<file path="config.mk">
export PLATFORM = sky130hd
export DESIGN_NAME = sadc_core
export DESIGN_NICKNAME = d
export VERILOG_FILES = /design/src/core/sadc_pkg.sv /design/src/core/sadc_fifo.sv /design/src/core/sadc_core.sv
export VERILOG_INCLUDE_DIRS = /design/src /design/src/core
export SDC_FILE = /design/constraint.sdc
export NUM_CORES = 1
export LEC_CHECK = 0
export BUFFER_PORTS_ARGS = -buffer_cell sky130_fd_sc_hd__buf_2
export CELL_PAD_IN_SITES_DETAIL_PLACEMENT = 2
export CELL_PAD_IN_SITES_GLOBAL_PLACEMENT = 2
export CORE_MARGIN = 4
export CORE_UTILIZATION = 49
export DETAILED_ROUTE_END_ITERATION = 12
export GPL_ROUTABILITY_DRIVEN = 0
export PLACE_DENSITY_LB_ADDON = 0.15
export SLEW_MARGIN = 20
export SYNTH_ARGS = -nofsm -noshare
export SYNTH_HDL_FRONTEND = slang
export SYNTH_SLANG_ARGS = --single-unit
</file>
<file path="constraint.sdc">
create_clock -name clk -period 4 [get_ports clk]
set_input_delay 0.2 -clock clk [delete_from_list [all_inputs] [get_ports clk]]
set_output_delay 0.2 -clock clk [all_outputs]
set_load 0.03 [all_outputs]
</file>
<file path="src/core/sadc_consts.svh">
`ifndef SADC_CONSTS_SVH
`define SADC_CONSTS_SVH
// falling conversion_clock edges spent sampling before the null bit
`define SADC_SAMPLE_EDGES   4'h5
`define SADC_RESULT_BITS    16
`define SADC_FIFO_DEPTH     16
`define SADC_RESULT_RESET   16'h0000
`endif

</file>
<file path="src/core/sadc_pkg.sv">
package sadc_pkg;
   typedef enum logic [2:0] {
      SADC_IDLE,
      SADC_SAMPLE,
      SADC_NULL,
      SADC_MSB,
      SADC_LSB,
      SADC_DONE
   } sadc_state_e;
endpackage : sadc_pkg

</file>
<file path="src/core/sadc_fifo.sv">
`timescale 1ns/1ps
`default_nettype none
module sadc_fifo #(
   parameter int WIDTH = 16,
   parameter int DEPTH = 16
) (
   input  wire logic             clk,
   input  wire logic             resetn,
   input  wire logic             in_valid,
   output logic                  in_ready,
   input  wire logic [WIDTH-1:0] in_data,
   output logic                  out_valid,
   input  wire logic             out_ready,
   output logic      [WIDTH-1:0] out_data
);
   localparam int AW = $clog2(DEPTH);
   logic [WIDTH-1:0] mem [DEPTH];
   logic [WIDTH-1:0] next_out_data;
   logic [AW:0]      wr_ptr;
   logic [AW:0]      rd_ptr;
   logic [AW:0]      next_wr_ptr;
   logic [AW:0]      next_rd_ptr;
   logic             full;
   logic             empty;
   logic             push;
   logic             pop;

   assign full      = (wr_ptr[AW] != rd_ptr[AW]) && (wr_ptr[AW-1:0] == rd_ptr[AW-1:0]);
   assign empty     = (wr_ptr == rd_ptr);
   assign in_ready  = !full;
   assign out_valid = !empty;
   assign push      = in_valid && !full;
   assign pop       = out_ready && !empty;

   always_comb begin
      next_wr_ptr   = wr_ptr + (AW+1)'(push);
      next_rd_ptr   = rd_ptr + (AW+1)'(pop);
      // head register loads ahead; a word written into the next head slot bypasses memory
      next_out_data = mem[next_rd_ptr[AW-1:0]];
      if (push && (wr_ptr[AW-1:0] == next_rd_ptr[AW-1:0])) begin
         next_out_data = in_data;
      end
   end

   always_ff @(posedge clk) begin
      if (!resetn) begin
         wr_ptr   <= '0;
         rd_ptr   <= '0;
         out_data <= '0;
      end else begin
         wr_ptr   <= next_wr_ptr;
         rd_ptr   <= next_rd_ptr;
         out_data <= next_out_data;
      end
      if (push) begin
         mem[wr_ptr[AW-1:0]] <= in_data;
      end
   end
endmodule : sadc_fifo
`default_nettype wire

</file>
<file path="src/core/sadc_core.sv">
`timescale 1ns/1ps
`default_nettype none
`include "sadc_consts.svh"
module sadc_core #(
   parameter int BITS  = `SADC_RESULT_BITS,
   parameter int DEPTH = `SADC_FIFO_DEPTH
) (
   input  wire logic            clk,
   input  wire logic            resetn,
   input  wire logic            select_shutdown_n,
   input  wire logic            conversion_clock,
   output logic                 serial_out,
   output logic                 serial_out_oe,
   input  wire logic            sample_valid,
   output logic                 sample_ready,
   input  wire logic [BITS-1:0] sample_data,
   output logic                 busy
);
   localparam int CW = $clog2(BITS);

   logic                  sel_m;
   logic                  sel_s;
   logic                  clk_m;
   logic                  clk_s;
   logic                  sel_d;
   logic                  clk_d;
   logic                  sel_fall;
   logic                  clk_fall;
   logic                  fifo_valid;
   logic                  fifo_pop;
   logic [BITS-1:0]       fifo_data;
   sadc_pkg::sadc_state_e state;
   sadc_pkg::sadc_state_e next_state;
   logic [3:0]            edge_cnt;
   logic [3:0]            next_edge_cnt;
   logic [CW-1:0]         bit_idx;
   logic [CW-1:0]         next_bit_idx;
   logic [BITS-1:0]       result;
   logic [BITS-1:0]       next_result;
   logic                  next_serial_out;
   logic                  next_serial_out_oe;

   // pins are asynchronous to clk
   always_ff @(posedge clk) begin
      if (!resetn) begin
         sel_m <= 1'b1;
         sel_s <= 1'b1;
         clk_m <= 1'b0;
         clk_s <= 1'b0;
         sel_d <= 1'b1;
         clk_d <= 1'b0;
      end else begin
         sel_m <= select_shutdown_n;
         sel_s <= sel_m;
         clk_m <= conversion_clock;
         clk_s <= clk_m;
         sel_d <= sel_s;
         clk_d <= clk_s;
      end
   end

   // edges are seen a few clk late, so the data clock must stay far slower
   assign sel_fall = sel_d && !sel_s;
   assign clk_fall = clk_d && !clk_s;

   // converted codes arrive from the analog side through the buffer
   sadc_fifo #(
      .WIDTH (BITS),
      .DEPTH (DEPTH)
   ) u_fifo (
      .clk       (clk),
      .resetn    (resetn),
      .in_valid  (sample_valid),
      .in_ready  (sample_ready),
      .in_data   (sample_data),
      .out_valid (fifo_valid),
      .out_ready (fifo_pop),
      .out_data  (fifo_data)
   );

   // capture code at end of sampling, so it is this conversion's result
   // a pop under a rising select would lose a word that no frame carries
   assign fifo_pop = (state == sadc_pkg::SADC_SAMPLE) && clk_fall && !sel_s
                     && (edge_cnt == `SADC_SAMPLE_EDGES - 4'h1);
   assign busy     = (state != sadc_pkg::SADC_IDLE);

   always_comb begin
      next_state         = state;
      next_edge_cnt      = edge_cnt;
      next_bit_idx       = bit_idx;
      next_result        = result;
      next_serial_out    = serial_out;
      next_serial_out_oe = serial_out_oe;
      if (sel_s) begin
         next_state         = sadc_pkg::SADC_IDLE;
         next_serial_out_oe = 1'b0;
         next_serial_out    = 1'b0;
         next_edge_cnt      = 4'h0;
      end else begin
         case (state)
            sadc_pkg::SADC_IDLE: begin
               if (sel_fall) begin
                  next_state    = sadc_pkg::SADC_SAMPLE;
                  next_edge_cnt = 4'h0;
               end
            end
            sadc_pkg::SADC_SAMPLE: begin
               if (clk_fall) begin
                  next_edge_cnt = edge_cnt + 4'h1;
                  if (edge_cnt == `SADC_SAMPLE_EDGES - 4'h1) begin
                     // empty buffer yields a zero code rather than stale data
                     next_result        = fifo_valid ? fifo_data : `SADC_RESULT_RESET;
                     next_state         = sadc_pkg::SADC_NULL;
                     next_serial_out_oe = 1'b1;
                     next_serial_out    = 1'b0;
                  end
               end
            end
            sadc_pkg::SADC_NULL: begin
               if (clk_fall) begin
                  next_state      = sadc_pkg::SADC_MSB;
                  next_bit_idx    = CW'(BITS-1);
                  next_serial_out = result[BITS-1];
               end
            end
            sadc_pkg::SADC_MSB: begin
               if (clk_fall) begin
                  if (bit_idx == '0) begin
                     next_state      = sadc_pkg::SADC_LSB;
                     next_bit_idx    = '0;
                     next_serial_out = result[0];
                  end else begin
                     next_bit_idx    = bit_idx - CW'(1);
                     next_serial_out = result[bit_idx - CW'(1)];
                  end
               end
            end
            sadc_pkg::SADC_LSB: begin
               if (clk_fall) begin
                  if (bit_idx == CW'(BITS-1)) begin
                     next_state         = sadc_pkg::SADC_DONE;
                     next_serial_out_oe = 1'b0;
                     next_serial_out    = 1'b0;
                  end else begin
                     next_bit_idx    = bit_idx + CW'(1);
                     next_serial_out = result[bit_idx + CW'(1)];
                  end
               end
            end
            sadc_pkg::SADC_DONE: begin
               // repeat stream spent: stay mute until select rises
               next_state = sadc_pkg::SADC_DONE;
            end
            default: begin
               next_state = sadc_pkg::SADC_IDLE;
            end
         endcase
      end
   end

   always_ff @(posedge clk) begin
      if (!resetn) begin
         state         <= sadc_pkg::SADC_IDLE;
         edge_cnt      <= 4'h0;
         bit_idx       <= '0;
         result        <= `SADC_RESULT_RESET;
         serial_out    <= 1'b0;
         serial_out_oe <= 1'b0;
      end else begin
         state         <= next_state;
         edge_cnt      <= next_edge_cnt;
         bit_idx       <= next_bit_idx;
         result        <= next_result;
         serial_out    <= next_serial_out;
         serial_out_oe <= next_serial_out_oe;
      end
   end

   output_floats_a: assert property (@(posedge clk) disable iff (!resetn)
      sel_s |=> !serial_out_oe)
      else $error("output driven while deselected");
   null_low_a: assert property (@(posedge clk) disable iff (!resetn)
      (state == sadc_pkg::SADC_NULL) |-> (serial_out_oe && !serial_out))
      else $error("null bit not low");
   enable_on_fall_a: assert property (@(posedge clk) disable iff (!resetn)
      $rose(serial_out_oe) |-> $past(clk_fall))
      else $error("output enabled off a falling edge");
   sample_five_a: assert property (@(posedge clk) disable iff (!resetn)
      $rose(serial_out_oe) |-> $past(edge_cnt) == `SADC_SAMPLE_EDGES - 4'h1)
      else $error("sample phase length wrong");
   msb_first_a: assert property (@(posedge clk) disable iff (!resetn)
      (state == sadc_pkg::SADC_MSB && $past(state) == sadc_pkg::SADC_NULL)
      |-> serial_out == result[BITS-1])
      else $error("first data bit not msb");
   lsb_repeat_a: assert property (@(posedge clk) disable iff (!resetn)
      (state == sadc_pkg::SADC_LSB) |-> serial_out == result[bit_idx])
      else $error("repeat stream bit wrong");
   done_floats_a: assert property (@(posedge clk) disable iff (!resetn)
      (state == sadc_pkg::SADC_DONE) |-> !serial_out_oe)
      else $error("output driven after repeat");
   restart_needs_fall_a: assert property (@(posedge clk) disable iff (!resetn)
      (state == sadc_pkg::SADC_SAMPLE && $past(state) == sadc_pkg::SADC_IDLE)
      |-> $past(sel_fall))
      else $error("conversion started without select fall");

   // sequencing checks, one or more per step of the frame, plus buffer and deselect checks
   start_on_fall_a: assert property (@(posedge clk) disable iff (!resetn)
      (state == sadc_pkg::SADC_IDLE && sel_fall) |=> (state == sadc_pkg::SADC_SAMPLE && busy))
      else $error("select fall did not start sampling");

   sample_bound_a: assert property (@(posedge clk) disable iff (!resetn)
      (state == sadc_pkg::SADC_SAMPLE) |-> (edge_cnt < `SADC_SAMPLE_EDGES))
      else $error("sampling ran past its edge count");

   sample_quiet_a: assert property (@(posedge clk) disable iff (!resetn)
      (state == sadc_pkg::SADC_SAMPLE) |-> !serial_out_oe)
      else $error("output driven while sampling");

   null_after_fifth_a: assert property (@(posedge clk) disable iff (!resetn)
      (state == sadc_pkg::SADC_SAMPLE && clk_fall && !sel_s
       && edge_cnt == `SADC_SAMPLE_EDGES - 4'h1) |=> (state == sadc_pkg::SADC_NULL && serial_out_oe))
      else $error("null bit missing after fifth fall");

   null_to_msb_a: assert property (@(posedge clk) disable iff (!resetn)
      (state == sadc_pkg::SADC_NULL && clk_fall && !sel_s)
      |=> (state == sadc_pkg::SADC_MSB && bit_idx == CW'(BITS-1)))
      else $error("data did not start at top bit");

   msb_stream_a: assert property (@(posedge clk) disable iff (!resetn)
      (state == sadc_pkg::SADC_MSB) |-> (serial_out_oe && serial_out == result[bit_idx]))
      else $error("first stream bit wrong");

   msb_descends_a: assert property (@(posedge clk) disable iff (!resetn)
      (state == sadc_pkg::SADC_MSB && clk_fall && !sel_s && bit_idx != '0)
      |=> (bit_idx == $past(bit_idx) - CW'(1)))
      else $error("first stream skipped a bit");

   bits_on_fall_a: assert property (@(posedge clk) disable iff (!resetn)
      ($changed(serial_out) && serial_out_oe && $past(serial_out_oe)) |-> $past(clk_fall))
      else $error("output changed without a falling edge");

   lsb_entry_a: assert property (@(posedge clk) disable iff (!resetn)
      (state == sadc_pkg::SADC_MSB && clk_fall && !sel_s && bit_idx == '0)
      |=> (state == sadc_pkg::SADC_LSB && bit_idx == '0 && serial_out == result[0]))
      else $error("repeat stream did not start at bottom bit");

   lsb_ascends_a: assert property (@(posedge clk) disable iff (!resetn)
      (state == sadc_pkg::SADC_LSB && clk_fall && !sel_s && bit_idx != CW'(BITS-1))
      |=> (state == sadc_pkg::SADC_LSB && bit_idx == $past(bit_idx) + CW'(1)))
      else $error("repeat stream skipped a bit");

   repeat_floats_a: assert property (@(posedge clk) disable iff (!resetn)
      (state == sadc_pkg::SADC_LSB && clk_fall && !sel_s && bit_idx == CW'(BITS-1))
      |=> (state == sadc_pkg::SADC_DONE && !serial_out_oe))
      else $error("output not floated after repeated top bit");

   done_holds_a: assert property (@(posedge clk) disable iff (!resetn)
      (state == sadc_pkg::SADC_DONE && !sel_s) |=> (state == sadc_pkg::SADC_DONE && $stable(result)))
      else $error("finished frame reacted to a clock");

   idle_waits_a: assert property (@(posedge clk) disable iff (!resetn)
      (state == sadc_pkg::SADC_IDLE && !sel_fall) |=> (state == sadc_pkg::SADC_IDLE))
      else $error("left idle without select fall");

   pop_captures_a: assert property (@(posedge clk) disable iff (!resetn)
      (fifo_pop && fifo_valid) |=> (result == $past(fifo_data)))
      else $error("result not taken from buffer head");

   empty_zero_a: assert property (@(posedge clk) disable iff (!resetn)
      (fifo_pop && !fifo_valid) |=> (result == `SADC_RESULT_RESET))
      else $error("empty buffer did not give zero code");

   result_held_a: assert property (@(posedge clk) disable iff (!resetn)
      (state != sadc_pkg::SADC_SAMPLE) |=> $stable(result))
      else $error("result changed outside capture");

   idle_mute_a: assert property (@(posedge clk) disable iff (!resetn)
      (state == sadc_pkg::SADC_IDLE) |-> (!serial_out_oe && !serial_out))
      else $error("output active while idle");

   abort_floats_a: assert property (@(posedge clk) disable iff (!resetn)
      (state != sadc_pkg::SADC_IDLE && sel_s) |=> (!serial_out_oe && !busy))
      else $error("select rise did not abandon frame");

   deselect_idles_a: assert property (@(posedge clk) disable iff (!resetn)
      sel_s |=> (state == sadc_pkg::SADC_IDLE && edge_cnt == 4'h0))
      else $error("sequencing not reset while deselected");

   oe_window_a: assert property (@(posedge clk) disable iff (!resetn)
      serial_out_oe |-> (state == sadc_pkg::SADC_NULL || state == sadc_pkg::SADC_MSB
                         || state == sadc_pkg::SADC_LSB))
      else $error("output driven outside the frame");
endmodule : sadc_core
`default_nettype wire

</file>
==> metrics.txt <==
Slew @ Worst Pin 1029 ps; die area 28920 sq um; Mapped Avg Cell Area 18.65 sq um; H-tree depth 2; CP required 4390 ps; sequential fraction of the synthesis area 69.21%; FP Rows 59; Crit Path Class register to register; worst slack at placement 300.9 ps; CP max stage delay 670 ps; root buffer cell clkbuf_16; largest area contributor in the netlist edfxtp_1; Post-CTS Setup Inserts 0; Setup Skew 18.40 ps; Slew headroom 31.38%; Synth Cell Area 12870 sq um; share of post-route cells with drive strength above 1 26.46%; Power Density 471.9 nW/um^2; fraction of registers with async set/reset 0%; fin. max-slew vios 0; clock slew at reported path FFs 60 ps; Clock Sinks 317; post-synth top area share 59.73%; minimum clock period after layout 3770 ps; worst vdd ir 0.3867 mV; Die Width 170.1 um; hold path depth 1; Post-DRT Antenna Nets 0; number of enable flip-flop cells after synthesis 256; crit share post-route 94.24%; Final Hold Viols 0; post-route design area 14630 sq um; P&R area growth vs syn 13.69%; Post-Place Cell Area 13540 sq um; Worst path slowest cell dfxtp_1; diode count 0; post-DP HPWL 19220 um; CTS tree done; wire length per cell 30.09 um; total core area 25980 sq um; io pins 25; PortBufs 24; cell leakage power 0.004742 uW; clk buf depth 3; Post-Route WL 33280 um; Yosys reg bits 317; gr ovfl total 0; RSZ-0062 raised after global routing false; antenna violations before repair 2; startpoint types register; Initial DRC Count 540; vias in the first global route 7479; Most used DFF post-synth edfxtp_1; largest net degree at the start of global routing 67; setup violators final 0; status completed; Worst-Skew Late Latency 520 ps; router iterations before antenna repair 4; synth warn 0; number of CTS-inserted buffers 35; Post-CTS Resized 0; Residual DRC 0; Initial Util 49.53%; first-pass GRT wire length 50370 um; routed vias 6833; maxcap violations 0; critical path arrival 4160 ps; vias per cell 6.178; post-synth cell types 55; crit path max fanout 66; worst setup margin 230.4 ps; commonest cells after routing, fill and taps aside edfxtp_1 (256), mux4_2 (80), dfxtp_1 (61); worst hold path type input port to register; Syn Inst Count 690; critical path, cell by cell xnor2_1, and4_1, a21oi_2, ha_4, ha_2, buf_12, xor2_1, nor3_2, o2111ai_4, mux2i_1, nor2b_1; worst reg2reg path depth 11; Final nets 774; synth top area cells edfxtp_1 (60%), mux4_2 (14%), dfxtp_1 (9.5%); most common cell after layout, fill and taps aside edfxtp_1; Post-Syn Nets 719; Total GRT Usage 23.80%; Worst setup EP type register; maximum clock frequency 265.3 MHz; Setup TNS Final 0 ps; DIE HEIGHT 170.1 um
-- synthesized netlist by cell type, drive strengths merged (3+ instances only) --
cell and n:
and2 14, nor2 24, xor2 7, mux4 87, a21oi 10, and3b 3
nor4 4, mux2i 22, nor3b 5, nand2 8, nor2b 36, a211oi 5
o21ai 7, nor3 10, dfxtp 61, inv 8, clkbuf 20, buf 17
nand3 11, a22oi 17, or3b 3, ha 8, nand2b 9, edfxtp 256
xnor2 12, nand4 4
-- what timing repair did --
item	4_1_cts	5_1_grt
hold buffers	2	0
endpoints found under the setup margin	0	0
endpoints found under the hold margin	2	0
-- routing by layer --
metal	global-route usage, %	share of wire, %	vias up
met5	0	0.063	-
met4	6.215	2.0	4
met3	3.206	4.2	48
met2	41.87	53	210
met1	31.55	40	3692
li1	-	-	2879
-- final timing paths --
path	startpoint	end	slack, ps
max	u_fifo.wr_ptr[2]$_SDFF_PN0_	u_fifo.out_data[14]$_SDFF_PN0_	230
min	sample_data[2]	u_fifo.mem[10][2]$_DFFE_PP_	70
max reg2reg	u_fifo.wr_ptr[2]$_SDFF_PN0_	u_fifo.out_data[14]$_SDFF_PN0_	230
min reg2reg	sel_m$_SDFF_PN1_	sel_s$_SDFF_PN1_	420
-- through the flow --
| step | hold slack [ps] | utilization (%) | total power [uW] | cells |
|---|---|---|---|---|
| 6_report | 72.65 | 56.31 | 6906 | 1106 |
| 5_1_grt | 68.15 | 56.31 | 7149 | 1106 |
| 4_1_cts | 53.15 | 56.31 | 6984 | 1106 |
| 3_5_place_dp | 400.2 | 52.11 | 3923 | 1041 |
| 3_3_place_gp | 390.0 | 52.11 | 3898 | 1041 |
| 2_1_floorplan | 273.0 | - | 3805 | 690 |
-- critical path, delay by kind of cell, from the launching register on --
kind / cells / cell delay, ps
buf+inv: 1 / 340
mux: 1 / 440
flops: 1 / 670
simple gates: 3 / 610
fa+ha+maj: 2 / 540
xor+xnor: 2 / 340
compound gates: 2 / 650
-- sequential cells by signal (all words and copies together) (netlist names), 3 cells and up --
register and flops:
result 16, u_fifo.out_data 16, u_fifo.mem 256, u_fifo.wr_ptr 5, edge_cnt 4, bit_idx 4
state 3, u_fifo.rd_ptr 5
-- kinds of logic (layout without fill, tap and decap cells) --
| family | after synthesis | count (layout) | share of synthesized area (%) |
|---|---|---|---|
| AND/OR/NAND/NOR | 139 | 139 | 6.309 |
| flip-flops | 317 | 317 | 69.21 |
| AO/OA/AOI/OAI | 51 | 51 | 2.907 |
| buffers and inverters | 45 | 126 | 1.934 |
| adder cells (fa/ha/maj) | 8 | 8 | 0.7777 |
| XOR/XNOR | 21 | 21 | 1.721 |
| multiplexers | 109 | 109 | 17.14 |
-- power breakdown --
group          internal [uW]  switching (uW)
Combinational           77.2             136
Clock                   1770            1280
Sequential              3610            27.4
Total                   5460            1450
-- cell type report --
class	count	area [sq um]
clock buffer	47	930.9
clock inverter	16	141.4
fill	2161	11350
inverter	8	30.03
multi-input combinational	328	3807
sequential	317	8909
tap	335	419.2
timing repair buffer	55	395.4
(Power assumes the default switching activity.)
